==> src/ds3_map_params.svh <==
`ifndef DS3_MAP_PARAMS_SVH
`define DS3_MAP_PARAMS_SVH

// Envelope geometry
`define SPE_COLS 87
`define SPE_ROWS 9
`define TOH_COLS 3
`define FRAME_COLS 90
`define POH_COL 3

// Bit budget of one row and one envelope
`define FIXED_PER_ROW 59
`define DATA_PER_ROW 621
`define DATA_PER_SPE 5589
`define OPP_PER_ROW 1
`define CTRL_PER_ROW 5
`define COMM_PER_ROW 2
`define BITS_PER_SPE 5592
`define NOMINAL_DATA_OPP 3

// Payload byte positions inside a row, counted after the POH byte
`define IDX_FIX_A 0
`define IDX_FIX_B 28
`define IDX_FIX_C 56
`define IDX_FIX_D 83
`define IDX_FIX_E 84
`define IDX_CTRL_A 1
`define IDX_CTRL_B 29
`define IDX_CTRL_C 57
`define IDX_OPP 85

// Fill values
`define POH_FILL 8'h00
`define FIXED_FILL 1'b0

// Timing
`define SPE_PER_SEC 8000
`define SONET_CLK_KHZ 51840
`define SYS_CLK_KHZ 125000
`define BYTE_RATE_KHZ (`SONET_CLK_KHZ / 8)
`define SPE_PERIOD_CYC (`SYS_CLK_KHZ * 1000 / `SPE_PER_SEC)

// Buffering
`define FIFO_DEPTH 16

`endif

==> src/ds3_map_pkg.sv <==
`default_nettype none
`include "ds3_map_params.svh"

package ds3_map_pkg;

    typedef enum logic [0:0] {ASM_IDLE, ASM_RUN} asm_phase_type;

    typedef enum logic [2:0] {KIND_FIXED, KIND_DATA, KIND_CTRL, KIND_OPP, KIND_COMM} bit_kind_type;

    typedef struct packed {
        logic [16:0] acc;
        logic [6:0] col;
        logic [3:0] row;
        asm_phase_type phase;
        logic [2:0] bitIdx;
        logic [6:0] idx;
        logic [7:0] shift;
        logic stuffData;
        logic signed [7:0] debt;
        logic [12:0] bitsIn;
        logic primed;
        logic [7:0] speByte;
        logic speValid;
        logic speFirst;
        logic pohSlot;
        logic underrun;
    } mapper_state_type;

    // Kind of bit b (0 = first sent) of payload byte idx
    function automatic bit_kind_type kind_of(input logic [6:0] idx, input logic [2:0] b);
        bit_kind_type k;
        k = KIND_DATA;
        if (idx == 7'(`IDX_FIX_A) || idx == 7'(`IDX_FIX_B) || idx == 7'(`IDX_FIX_C) ||
            idx == 7'(`IDX_FIX_D) || idx == 7'(`IDX_FIX_E)) begin
            k = KIND_FIXED;
        end else if (idx == 7'(`IDX_CTRL_A)) begin
            k = (b < 3'h2) ? KIND_FIXED : ((b == 3'h2) ? KIND_CTRL : KIND_DATA);
        end else if (idx == 7'(`IDX_CTRL_B)) begin
            k = (b < 3'h2) ? KIND_CTRL : ((b == 3'h4 || b == 3'h5) ? KIND_COMM : KIND_FIXED);
        end else if (idx == 7'(`IDX_CTRL_C)) begin
            k = (b < 3'h2) ? KIND_CTRL : KIND_FIXED;
        end else if (idx == 7'(`IDX_OPP)) begin
            k = (b == 3'h6) ? KIND_OPP : KIND_FIXED;
        end
        return k;
    endfunction

endpackage

`default_nettype wire

==> src/stream_if.sv <==
`timescale 1ns/1ps
`default_nettype none

interface stream_if #(
    parameter int W = 8
) ();
    logic valid;
    logic ready;
    logic [W-1:0] data;

    modport src (output valid, output data, input ready);
    modport snk (input valid, input data, output ready);
endinterface

`default_nettype wire

==> src/ds3_sts1_spe_mapper.sv <==
`timescale 1ns/1ps
`default_nettype none
// Functional notes
// - Envelope is 87 columns by 9 rows, POH first
// - Each row carries 59 fixed filler bits
// - Each row carries 621 dedicated DS3 data bits
// - One stuff opportunity bit in every row
// - Five indicator bits: 0 data, 1 stuff
// - Two communication bits per row, optional user
// - Framed DS3 overhead travels as plain data
// - Stuff decision follows DS3 versus SONET timing
// - 8000 envelopes per second from SONET rate
// - Nominal envelope carries 5592 DS3 bits
// - Ideal rate: three data, six stuff opportunities

`include "ds3_map_params.svh"

module ds3_sts1_spe_mapper #(
    parameter int FIFO_DEPTH = `FIFO_DEPTH,
    parameter int SPE_PERIOD_CYC = `SPE_PERIOD_CYC
) (
    // Clock and reset
    input wire logic clk,
    input wire logic resetn,
    // DS3 bit stream in
    input wire logic ds3Bit,
    input wire logic ds3Valid,
    output logic ds3Ready,
    // Overhead communication bits
    input wire logic [1:0] commBits,
    // Envelope byte stream out
    output logic [7:0] speByte,
    output logic speValid,
    output logic speFirst,
    output logic pohSlot,
    // Status
    output logic rowStuffData,
    output logic underrun
);
    ds3_map_pkg::mapper_state_type s, next_s;
    ds3_map_pkg::bit_kind_type kind;
    logic tick;
    logic pop;
    logic needData;
    logic bitVal;
    logic nominalRow;
    logic [17:0] accSum;
    logic signed [14:0] newDebt;

    stream_if #(.W(1)) inFifo ();
    stream_if #(.W(1)) outFifo ();

    assign inFifo.valid = ds3Valid;
    assign inFifo.data = ds3Bit;
    assign outFifo.ready = pop;

    stream_fifo #(
        .W(1),
        .DEPTH(FIFO_DEPTH)
    ) bitBuffer (
        .clk(clk),
        .resetn(resetn),
        .inPort(inFifo.snk),
        .outPort(outFifo.src)
    );

    assign ds3Ready = inFifo.ready;
    assign speByte = s.speByte;
    assign speValid = s.speValid;
    assign speFirst = s.speFirst;
    assign pohSlot = s.pohSlot;
    assign rowStuffData = s.stuffData;
    assign underrun = s.underrun;

    // Rows 2, 5 and 8 take data in their opportunity bit at nominal rate
    assign nominalRow = (s.row % 4'h3) == 4'h2;

    always_comb begin
        next_s = s;
        next_s.speValid = 1'b0;
        next_s.speFirst = 1'b0;
        next_s.pohSlot = 1'b0;
        next_s.underrun = 1'b0;
        pop = 1'b0;
        bitVal = `FIXED_FILL;
        newDebt = 15'(s.debt);
        kind = ds3_map_pkg::kind_of(s.idx, s.bitIdx);
        needData = (kind == ds3_map_pkg::KIND_DATA) ||
                   (kind == ds3_map_pkg::KIND_OPP && s.stuffData);

        // Byte clock of the SONET side, exact fraction of the system clock
        accSum = {1'b0, s.acc} + 18'(`BYTE_RATE_KHZ);
        tick = accSum >= 18'(`SYS_CLK_KHZ);
        if (tick) begin
            next_s.acc = 17'(accSum - 18'(`SYS_CLK_KHZ));
        end else begin
            next_s.acc = accSum[16:0];
        end

        if (ds3Valid && inFifo.ready) begin
            next_s.bitsIn = s.bitsIn + 13'h1;
        end

        // Serial assembly of one payload byte, first bit in the MSB
        if (s.phase == ds3_map_pkg::ASM_RUN) begin
            if (needData) begin
                pop = outFifo.valid;
                bitVal = outFifo.valid & outFifo.data[0];
                next_s.underrun = !outFifo.valid;
            end else if (kind == ds3_map_pkg::KIND_CTRL) begin
                bitVal = !s.stuffData;
            end else if (kind == ds3_map_pkg::KIND_COMM) begin
                bitVal = commBits[!s.bitIdx[0]];
            end else begin
                bitVal = `FIXED_FILL;
            end
            next_s.shift = {s.shift[6:0], bitVal};
            next_s.bitIdx = s.bitIdx + 3'h1;
            if (s.bitIdx == 3'h7) begin
                next_s.speByte = {s.shift[6:0], bitVal};
                next_s.speValid = 1'b1;
                next_s.phase = ds3_map_pkg::ASM_IDLE;
            end
        end

        if (tick) begin
            // Envelope held aligned to the frame, TOH columns send nothing
            if (s.col == 7'(`FRAME_COLS - 1)) begin
                next_s.col = 7'h00;
                next_s.row = (s.row == 4'(`SPE_ROWS - 1)) ? 4'h0 : s.row + 4'h1;
            end else begin
                next_s.col = s.col + 7'h01;
            end
            if (s.col == 7'(`POH_COL)) begin
                next_s.speByte = `POH_FILL;
                next_s.speValid = 1'b1;
                next_s.pohSlot = 1'b1;
                next_s.speFirst = s.row == 4'h0;
                if (s.row == 4'h0) begin
                    next_s.bitsIn = (ds3Valid && inFifo.ready) ? 13'h1 : 13'h0;
                    next_s.primed = 1'b1;
                    if (s.primed) begin
                        // Bits taken in during the last envelope against the nominal count
                        newDebt = newDebt + 15'(s.bitsIn) - 15'(`BITS_PER_SPE);
                    end
                end
                if (nominalRow && newDebt < 15'sd0) begin
                    next_s.stuffData = 1'b0;
                    newDebt = newDebt + 15'sd1;
                end else if (!nominalRow && newDebt > 15'sd0) begin
                    next_s.stuffData = 1'b1;
                    newDebt = newDebt - 15'sd1;
                end else begin
                    next_s.stuffData = nominalRow;
                end
                if (newDebt > 15'sd127) begin
                    newDebt = 15'sd127;
                end else if (newDebt < -15'sd127) begin
                    newDebt = -15'sd127;
                end
                next_s.debt = 8'(newDebt);
            end else if (s.col > 7'(`POH_COL)) begin
                next_s.phase = ds3_map_pkg::ASM_RUN;
                next_s.bitIdx = 3'h0;
                next_s.idx = 7'(s.col - 7'(`POH_COL) - 7'h01);
            end
        end
    end

    always_ff @(posedge clk) begin
        if (!resetn) begin
            s <= '0;
        end else begin
            s <= next_s;
        end
    end

    // Checking helpers
    localparam int PAY_LAT = 9;
    logic pohTick;
    logic [9:0] kindCnt [5];
    logic [12:0] speBits;
    logic [3:0] speOpp;
    logic [15:0] cycCnt;
    logic speSeen;

    assign pohTick = tick && s.col == 7'(`POH_COL);

    generate
        for (genvar k = 0; k < 5; k++) begin : g_kind
            always_ff @(posedge clk) begin
                if (!resetn || pohTick) begin
                    kindCnt[k] <= 10'h000;
                end else if (s.phase == ds3_map_pkg::ASM_RUN && kind == ds3_map_pkg::bit_kind_type'(k)) begin
                    kindCnt[k] <= kindCnt[k] + 10'h001;
                end
            end
        end
    endgenerate

    always_ff @(posedge clk) begin
        if (!resetn || (pohTick && s.row == 4'h0)) begin
            speBits <= 13'h0000;
            speOpp <= 4'h0;
        end else if (s.phase == ds3_map_pkg::ASM_RUN && needData) begin
            speBits <= speBits + 13'h0001;
            if (kind == ds3_map_pkg::KIND_OPP) begin
                speOpp <= speOpp + 4'h1;
            end
        end
    end

    always_ff @(posedge clk) begin
        if (!resetn) begin
            cycCnt <= 16'h0000;
            speSeen <= 1'b0;
        end else begin
            cycCnt <= s.speFirst ? 16'h0000 : cycCnt + 16'h0001;
            speSeen <= speSeen | s.speFirst;
        end
    end

    // Comm inputs one cycle late, as the assembler sampled them
    logic [1:0] commPrev;

    always_ff @(posedge clk) begin
        commPrev <= commBits;
    end
endmodule // ds3_sts1_spe_mapper

`default_nettype wire

==> src/stream_fifo.sv <==
`timescale 1ns/1ps
`default_nettype none

// DEPTH must be a power of two
module stream_fifo #(
    parameter int W = 1,
    parameter int DEPTH = 16
) (
    // Clock and reset
    input wire logic clk,
    input wire logic resetn,
    // Fill side
    stream_if.snk inPort,
    // Drain side
    stream_if.src outPort
);
    localparam int AW = $clog2(DEPTH);

    typedef struct packed {
        logic [DEPTH-1:0][W-1:0] mem;
        logic [AW-1:0] wr;
        logic [AW-1:0] rd;
        logic [AW:0] count;
        logic notFull;
    } fifo_state_type;

    fifo_state_type s, next_s;
    logic push;
    logic drain;

    assign inPort.ready = s.notFull;
    assign outPort.valid = s.count != '0;
    assign outPort.data = s.mem[s.rd];

    always_comb begin
        next_s = s;
        push = inPort.valid && s.notFull;
        drain = (s.count != '0) && outPort.ready;
        if (push) begin
            next_s.mem[s.wr] = inPort.data;
            next_s.wr = s.wr + 1'b1;
        end
        if (drain) begin
            next_s.rd = s.rd + 1'b1;
        end
        if (push && !drain) begin
            next_s.count = s.count + 1'b1;
        end else if (drain && !push) begin
            next_s.count = s.count - 1'b1;
        end
        next_s.notFull = next_s.count != (AW+1)'(DEPTH);
    end

    always_ff @(posedge clk) begin
        if (!resetn) begin
            s <= '0;
            s.notFull <= 1'b1;
        end else begin
            s <= next_s;
        end
    end
endmodule // stream_fifo

`default_nettype wire

==> config.mk <==
export PLATFORM = sky130hd
export DESIGN_NAME = ds3_sts1_spe_mapper
export DESIGN_NICKNAME = d
export VERILOG_FILES = /design/src/ds3_map_pkg.sv /design/src/stream_if.sv /design/src/ds3_sts1_spe_mapper.sv /design/src/stream_fifo.sv
export VERILOG_INCLUDE_DIRS = /design/src /design/src/src
export SDC_FILE = /design/constraint.sdc
export NUM_CORES = 1
export LEC_CHECK = 0
export BUFFER_PORTS_ARGS = -buffer_cell sky130_fd_sc_hd__buf_2
export CORE_ASPECT_RATIO = 0.6
export CORE_MARGIN = 10
export CORE_UTILIZATION = 35
export CTS_CLUSTER_SIZE = 30
export DETAILED_ROUTE_END_ITERATION = 7
export SYNTH_ARGS = -nofsm -noshare
export SYNTH_HDL_FRONTEND = slang
export SYNTH_HIERARCHICAL = 1
export SYNTH_SLANG_ARGS = --single-unit
==> constraint.sdc <==
create_clock -name clk -period 5.1 [get_ports clk]
set_input_delay 1.02 -clock clk [delete_from_list [all_inputs] [get_ports clk]]
set_output_delay 1.02 -clock clk [all_outputs]
set_load 0.005 [all_outputs]
# ---- Word level (Yosys, flattened, before mapping)
# Cells that the tools add are included.
dict set report totals {
  ff_bits 111
  latchBits 0
  ram_bits 0
  romBits 0
  input_bits 6
  output_inout_bits 14
  word_cells 170
  memories 0
}
dict set report op_classes {
  n_addsub 16
  mul 0
  n_div 1
  n_lt_le_gt_ge 11
  n_eq_ne 22
  shifts 0
  muxes 52
  n_bitwise 2
  reduce_logical 30
}
# operator count
set op_table {}
lappend op_table {{15-bit 2-to-1 mux} 8}
lappend op_table {{25-bit 2-to-1 mux} 2}
lappend op_table {{11-bit 2-to-1 mux} 3}
lappend op_table {{7-bit == test (second input constant)} 4}
lappend op_table {{17-bit by 13-bit adder with 18-bit output (second input constant)} 1}
lappend op_table {{18-bit by 17-bit greater-or-equal comparator with 1-bit output (second input constant)} 1}
lappend op_table {{9-bit 2-to-1 mux} 2}
lappend op_table {{17-bit 2-to-1 mux} 1}
lappend op_table {{17-bit subtractor (second input constant)} 1}
lappend op_table {{16-bit bitwise mux} 1}
lappend op_table {{8-bit 2-to-1 mux} 2}
lappend op_table {{15-bit by 2-bit adder with 15-bit output (second input constant)} 1}
lappend op_table {{8-bit by 14-bit adder with 15-bit output} 1}
lappend op_table {{3-bit == test (second input constant)} 5}
lappend op_table {{15-bit by 1-bit > comparator with 1-bit output (second input constant)} 1}
lappend op_table {{15-bit by 8-bit > comparator with 1-bit output (second input constant)} 1}
lappend op_table {{15-bit by 1-bit < comparator with 1-bit output (second input constant)} 1}
lappend op_table {{15-bit by 8-bit < comparator with 1-bit output (second input constant)} 1}
lappend op_table {{3-bit 2-to-1 mux} 5}
lappend op_table {{15-bit by 13-bit subtractor with 15-bit output (second input constant)} 1}
lappend op_table {{15-bit by 2-bit subtractor with 15-bit output (second input constant)} 1}
lappend op_table {{7-bit by 5-bit == test with 1-bit output (second input constant)} 2}
lappend op_table {{7-bit by 6-bit == test with 1-bit output (second input constant)} 2}
lappend op_table {{14-bit 2-to-1 mux} 1}
lappend op_table {{other kinds (39)} 85}

# ---- Logic depth before layout (Yosys ltp)
# Gate-level depths: netlist (run 1).
dict set report depth {
  word_depth 17
  depth_mapped 21
  mapped_depth_nobuf 19
}

# ---- Modules after synthesis
# Netlist (run 1), hierarchy kept.
# module n_inst cells_per_inst area_per_inst_um2 seq_area_each_um2
set modules_own_cells {}
lappend modules_own_cells {ds3_sts1_spe_mapper 1 769 5924.4 1561.5}
lappend modules_own_cells {stream_fifo 1 181 1634.1 600.6}

# ---- Worst setup path after synthesis (run 1)
# Ideal clock, no wire load.
dict set report synth_timing {
  path_type {flip-flop to flip-flop}
  from {register s[57] (netlist name)}
  to {register s[31] (netlist name)}
  setup_time_ps 69
  arrival_ps 4414
  t_required_ps 5031
  setup_slack_ps 617
  stages_incl_launch_ff 20
  n_path_buf 2
  period_less_slack_ps 4483
  path_cell_list {dfxtp_1 clkbuf_1 nand2b_1 inv_1 ha_1 inv_1 ha_1 nand2_1 xnor2_1 ha_1 nand3_1 a2111o_1 a211o_1 nor2_1 mux2_2 or3_1 or4b_1 buf_2 a211o_1 o21ai_1}
}

==> results of run 1 <==
==> synth_stat cells (all sizes together), types with 3 or more instances <==
| cell | number |
|---|---|
| a21o | 9 |
| a211o | 8 |
| xnor2 | 45 |
| nor4b | 3 |
| nor3 | 25 |
| dfxtp | 108 |
| a31oi | 8 |
| nand4 | 17 |
| or4 | 3 |
| xor2 | 22 |
| nand2b | 10 |
| ha | 58 |
| o21ai | 60 |
| nor2b | 10 |
| o21a | 7 |
| nor2 | 102 |
| o211ai | 5 |
| clkbuf | 24 |
| nand2 | 117 |
| a22oi | 5 |
| a211oi | 14 |
| a21oi | 41 |
| and4 | 4 |
| mux4 | 5 |
| and3 | 13 |
| o31ai | 4 |
| a21boi | 17 |
| nor3b | 3 |
| or3 | 6 |
| nor4 | 5 |
| nand3 | 30 |
| inv | 48 |
| and2 | 19 |
| o22ai | 6 |
| buf | 20 |
| mux2i | 18 |
| nand3b | 5 |
==> critical path, delay by kind of cell, from the launching register on <==
| kind | cells | cell delay, ns |
|---|---|---|
| AOI/OAI and AO/OA | 8 | 1.92 |
| and+or+nand+nor | 4 | 1.54 |
| adders and majority gates | 3 | 0.91 |
| DFF | 1 | 0.39 |
==> routing by layer <==
metal	GRT usage	routed length, um
met4	0.02905	144
met5	0	0
met2	0.1592	6429
met3	0.03547	1547
met1	0.2137	10360
==> logic make-up (layout without fill, tap and decap cells) <==
logic type / after synthesis / count (layout)
flops: 108 / 108
simple gates: 387 / 387
xor+xnor: 67 / 67
mux: 25 / 25
buf+inv: 93 / 100
fa+ha+maj: 59 / 59
compound gates: 211 / 211
==> path summary, 6_finish.rpt <==
kind | to | slack [ns] | startpoint | cells after the start
setup reg to reg | s[27] | 0.28 | s[27] | 15
setup / recovery | s[27] | 0.28 | s[27] | 15
hold reg to reg | speByte[3] | 0.46 | speByte[3] | 2
hold / removal | speByte[3] | 0.46 | speByte[3] | 2
==> through the flow <==
step,setup WS [ns],utilization,area (um^2)
after detailed placement,0.2104,0.3736,7895
after CTS,0.1761,0.3874,8188
after floorplan,0.6170,-,7559
after global routing,-0.01160,0.3882,8205
after global placement,0.2515,0.3736,7895
final,0.2802,0.3882,8205
==> area by class of cell <==
class | instances | area (um^2)
Fill cell | 2175 | 12930
Multi-Input combinational cell | 749 | 5002
Sequential cell | 108 | 2162
Tap cell | 279 | 349.1
Clock buffer | 10 | 239.0
Timing Repair Buffer | 35 | 215.2
Inverter | 49 | 183.9
Clock inverter | 6 | 53.80
==> cells in the final DEF, fill, tap and decap left out, types with 3 or more instances in the layout <==
| cell type | instances |
|---|---|
| o21ai_0 | 48 |
| o22ai_1 | 6 |
| nor3b_1 | 3 |
| clkbuf_16 | 9 |
| o21a_1 | 7 |
| nand2_1 | 116 |
| xor2_1 | 22 |
| nor2b_1 | 10 |
| a31oi_1 | 8 |
| mux4_2 | 3 |
| nand2b_1 | 10 |
| nor2_1 | 102 |
| or4_1 | 3 |
| ha_1 | 58 |
| a211o_1 | 8 |
| o21ai_1 | 10 |
| nor3_1 | 25 |
| a21oi_1 | 41 |
| nand3_1 | 30 |
| nand4_1 | 17 |
| mux2i_1 | 18 |
| or3_1 | 6 |
| buf_2 | 19 |
| dfxtp_1 | 108 |
| and3_1 | 13 |
| o211ai_1 | 5 |
| and2_1 | 16 |
| o31ai_1 | 4 |
| nor4_1 | 5 |
| a21boi_0 | 16 |
| nand3b_1 | 5 |
| xnor2_1 | 44 |
| a211oi_1 | 12 |
| and4_1 | 4 |
| a22oi_1 | 4 |
| inv_1 | 47 |
| a21o_1 | 9 |
| buf_4 | 16 |
==> power groups by stage <==
| stage | Combinational, W | Clock (W) | Sequential [W] |
|---|---|---|---|
| 6_report | 0.000151 | 0.000707 | 0.000890 |
| 5_1_grt | 0.000171 | 0.000763 | 0.000894 |
| 4_1_cts | 0.000151 | 0.000735 | 0.000889 |
| 3_5_place_dp | 0.000150 | 0 | 0.000909 |
| 3_3_place_gp | 0.000149 | 0 | 0.000909 |
| 2_1_floorplan | 0.000125 | 0 | 0.000900 |
==> summary.txt, run 1 <==
outcome: completed
largest net degree at the start of global routing: 47
Min Hold Slack: 0.4558 ns
Detail Route Antenna Nets: 0
Non-Filler Instances: 1236
DP Cell Count: 1220
largest family of logic cells by synthesized area: simple AND/OR/NAND/NOR gates
H-tree lvl count: 3
total vias in the final route: 6638
clk_lat worst skew: 0.37 ns
initial antenna violation count: 0
clock group share of total power: 0.404
Slew Viols, Final: 0
Top FF cell, synth: dfxtp_1
EDFF count, synth: 0
row count: 41
grt total ovfl: 0
Sw Pwr: 0.0004655 W
post-synth cell types: 84
Leakage: 3.160 nW
Syn Area/Cell: 7.956 um^2
compound-gate portion of the synthesized area: 0.1879
ant diodes: 0
switch share: 0.2662
initial DRC count: 692
fin crit share: 0.9451
GRT Total Usage: 0.1320
startpoint types: register
cell area after synthesis: 0.007558 mm^2
post-synthesis adder-cell area fraction: 0.09866
max reg flops: 65
post_cts resized: 0
first-pass GRT wire length: 30810 um
Max VDD drop: 0.0001601 V
Biggest register: s
Die ar.: 0.02807 mm^2
vias per cell: 5.371
Sequential Power Share: 0.509
detailed-route wire length per cell: 14.95 um
starting density of the core: 0.3576
Post-Synth XOR/XNOR Area: 0.07764
fmax: 207.5 MHz
Fin Clk Skew: 0.01165 ns
Seq cells post-synth: 108
IO Port Bufs: 19
Power Total: 0.001748 W
fin crit period: 4.820 ns
yosys warns: 6
clock slew at reported path FFs: 0.08 ns
clock sinks: 108
cells along the critical path: ha_1, ha_1, fa_1, a211oi_2, o21bai_1, o21a_1, o41ai_4, nand4_1, or4b_4, o21ai_0, nand3_1, a22oi_1, or4b_4, a211o_1, o21ai_1
postcts setup bufs: 0
Core Area: 0.02114 mm^2
Power per Cell Area: 213.1 mW/mm^2
Final nets: 1017
Hold-fix buffers, CTS: 0
CTS tree: done
top cells by area, synth: dfxtp_1 29%, ha_1 9.6%, nand2_1 5.8%, xnor2_1 5.2%, nor2_1 5.1%
cell-internal power: 0.001283 W
simple logic cell fraction of the synthesized area: 0.2526
dpl hpwl: 13950 um
share of layout cells above drive strength 1: 0.07628
P&R area growth vs syn: 8.558%
Worst path slowest cell: or4b_4
MaxCap Viol Count: 0
area leader, netlist: dfxtp_1
First-pass DRT Iterations: 6
hold crit path type: register to register
Worst Max-Slew Pin Slew: 0.7187 ns
Setup CP Type: register to register
required time of the critical path: 5.40 ns
# IOs: 20
mux contribution to synthesized area: 0.04271
setup_tns: 0 ns
top cell type's share of synthesized area: 0.2860
Fin. Hold Viols: 0
gpl congestion: 0.9404
CP arrival: 5.12 ns
Net Count, Synth: 1015
max incr delay on CP: 0.62 ns
final wirelength: 18480 um
ys async rst share: 0
vias in the first global route: 5808
Gate power share: 0.087
Root Buffer: clkbuf_16
Slew HR: 0.5158
width of the die: 209.7 um
Post-route DRC: 0
cell count after synthesis: 950
clk buf depth: 2
CP Capture Type: register
CP Max Fanout: 11
Die Ht: 133.8 um
Final setup viols: 0
sequential area share after synthesis: 0.2860
Num CTS Buffers: 9
(Power assumes the default switching activity.)
==> inputs of run 2 (changes only) <==
- CAP_MARGIN: default -> 20
- clock period: 5.1 -> 5 ns (I/O delays scaled with it)
==> run 2 against run 1 <==
- die area is the same
- global-route usage grew 0.40 points
- via count grew 0.68%
- flip-flop and latch count is the same
- utilization grew 0.80 points
- hold slack lost 0.0030 ns
- critical path depth grew 2
- highest routed layer unchanged
==> summary.txt, run 2 (synthesized netlist as in run 1, its figures left out) <==
Seq. cell area: 0.002165 mm^2
CP Max Fanout: 7
Root Buffer: clkbuf_16
width of the die: 209.7 um
cells along the critical path: ha_1, ha_1, fa_2, a211oi_4, o21bai_1, o21a_1, o41ai_4, nand4_1, or4b_4, buf_4, a311o_1, nand3_1, nand3_1, or4b_1, buf_4, a211o_1, o21ai_1
Power per Cell Area: 221.7 mW/mm^2
P&R area growth vs syn: 10.79%
Die Ht: 133.8 um
Worst path slowest cell: or4b_4
max reg flops: 65
final wirelength: 19110 um
vias in the first global route: 6023
clk buf depth: 2
max incr delay on CP: 0.63 ns
Final setup viols: 0
CTS tree: done
initial antenna violation count: 0
Final nets: 1029
commonest non-fill, non-tap cells in the layout: 116 x nand2_1, 106 x dfxtp_1, 102 x nor2_1
required time of the critical path: 5.29 ns
vias per cell: 5.355
MaxCap Viol Count: 0
gpl congestion: 0.9288
First-pass DRT Iterations: 5
setup_tns: 0 ns
Leakage: 3.236 nW
clock sinks: 108
Num CTS Buffers: 9
Slew Viols, Final: 0
IO Port Bufs: 19
row count: 41
Worst Max-Slew Pin Slew: 0.5573 ns
Die ar.: 0.02807 mm^2
fmax: 208.6 MHz
Biggest register: s
fin crit share: 0.9587
startpoint types: register
RSZ-0062 raised after global routing: false
Post-route DRC: 0
fin crit period: 4.794 ns
starting density of the core: 0.3576
ant diodes: 0
largest net degree at the start of global routing: 46
share of layout cells above drive strength 1: 0.09494
WP buf/inv: 2
Fin Clk Skew: 0.01326 ns
Core Area: 0.02114 mm^2
first-pass GRT wire length: 31930 um
Final WS setup: 0.2065 ns
clk_lat worst skew: 0.36 ns
crit-path leading delay family: compound AO/OA/AOI/OAI gates
initial DRC count: 593
Detail Route Antenna Nets: 0
dpl hpwl: 14270 um
Setup CP Type: register to register
total vias in the final route: 6683
Fill cells: 2187
Hold-fix buffers, CTS: 0
Fin. Hold Viols: 0
commonest non-fill, non-tap cell in the layout: nand2_1
Slew HR: 0.6245
H-tree lvl count: 3
GRT Total Usage: 0.1359
clock slew at reported path FFs: 0.07 ns
Max VDD drop: 0.0001673 V
outcome: completed
multi-input logic area: 0.005039 mm^2
# IOs: 20
detailed-route wire length per cell: 15.31 um
grt total ovfl: 0
Place WS: 0.1166 ns
hold crit path type: register to register
CP Capture Type: register
CP arrival: 5.08 ns
-- run 2: power breakdown --
| group | leakage [nW] | switching, W | internal [W] |
|---|---|---|---|
| logic | 2.21 | 0.0000910 | 0.0000644 |
| registers | 0.875 | 0.0000274 | 0.000881 |
| clock network | 0.156 | 0.000337 | 0.000455 |
-- run 2: worst reg2reg max path, stage by stage (launching register included) --
cell and delay (ns):
dfxtp_1 0.35, ha_1 0.31, ha_1 0.24, fa_2 0.38, a211oi_4 0.27, o21bai_1 0.14
o21a_1 0.15, o41ai_4 0.41, nand4_1 0.23, or4b_4 0.63, buf_4 0.17, a311o_1 0.25
nand3_1 0.10, nand3_1 0.07, or4b_1 0.48, buf_4 0.19, a211o_1 0.29, o21ai_1 0.07
-- run 2: worst paths after layout --
check,startpoint,depth (start not counted),slack (ns),end
max,s[14],17,0.21,s[27]
min,speByte[4],2,0.45,speByte[4]
max reg2reg,s[14],17,0.21,s[27]
min reg2reg,speByte[4],2,0.45,speByte[4]
-- run 2: layout make-up --
cell class	count	share of cell area
Sequential cell	108	0.2585
Multi-Input combinational cell	750	0.6017
Clock buffer	11	0.02899
Timing Repair Buffer	46	0.03705
Inverter	49	0.02196
Tap cell	279	0.04169
Clock inverter	5	0.01016
-- run 2: per-stage QoR --
step           area [um^2]  std cells    util  hold slack [ns]  power (W)
2_1_floorplan         7559        950       -           0.4312   0.001046
3_3_place_gp          7953       1226  0.3763           0.4421   0.001079
3_5_place_dp          7953       1226  0.3763           0.4446   0.001082
4_1_cts               8280       1242  0.3918           0.4537   0.001878
5_1_grt               8374       1248  0.3962           0.4802   0.001934
6_report              8374       1248  0.3962           0.4527   0.001856
-- run 2: what timing repair did --
item / 4_1_cts / 5_1_grt
setup buffers: 0 / 5
resized for setup: 0 / 12
setup endpoints to repair: 0 / 7
-- run 2: layer usage --
| metal | part of all wire | track usage | vias to the layer above |
|---|---|---|---|
| li1 | - | - | 3391 |
| met1 | 0.58 | 0.2251 | 3106 |
| met2 | 0.35 | 0.1631 | 178 |
| met3 | 0.063 | 0.03316 | 8 |
| met4 | 0.0061 | 0.02308 | 0 |
| met5 | 0 | 0 | - |
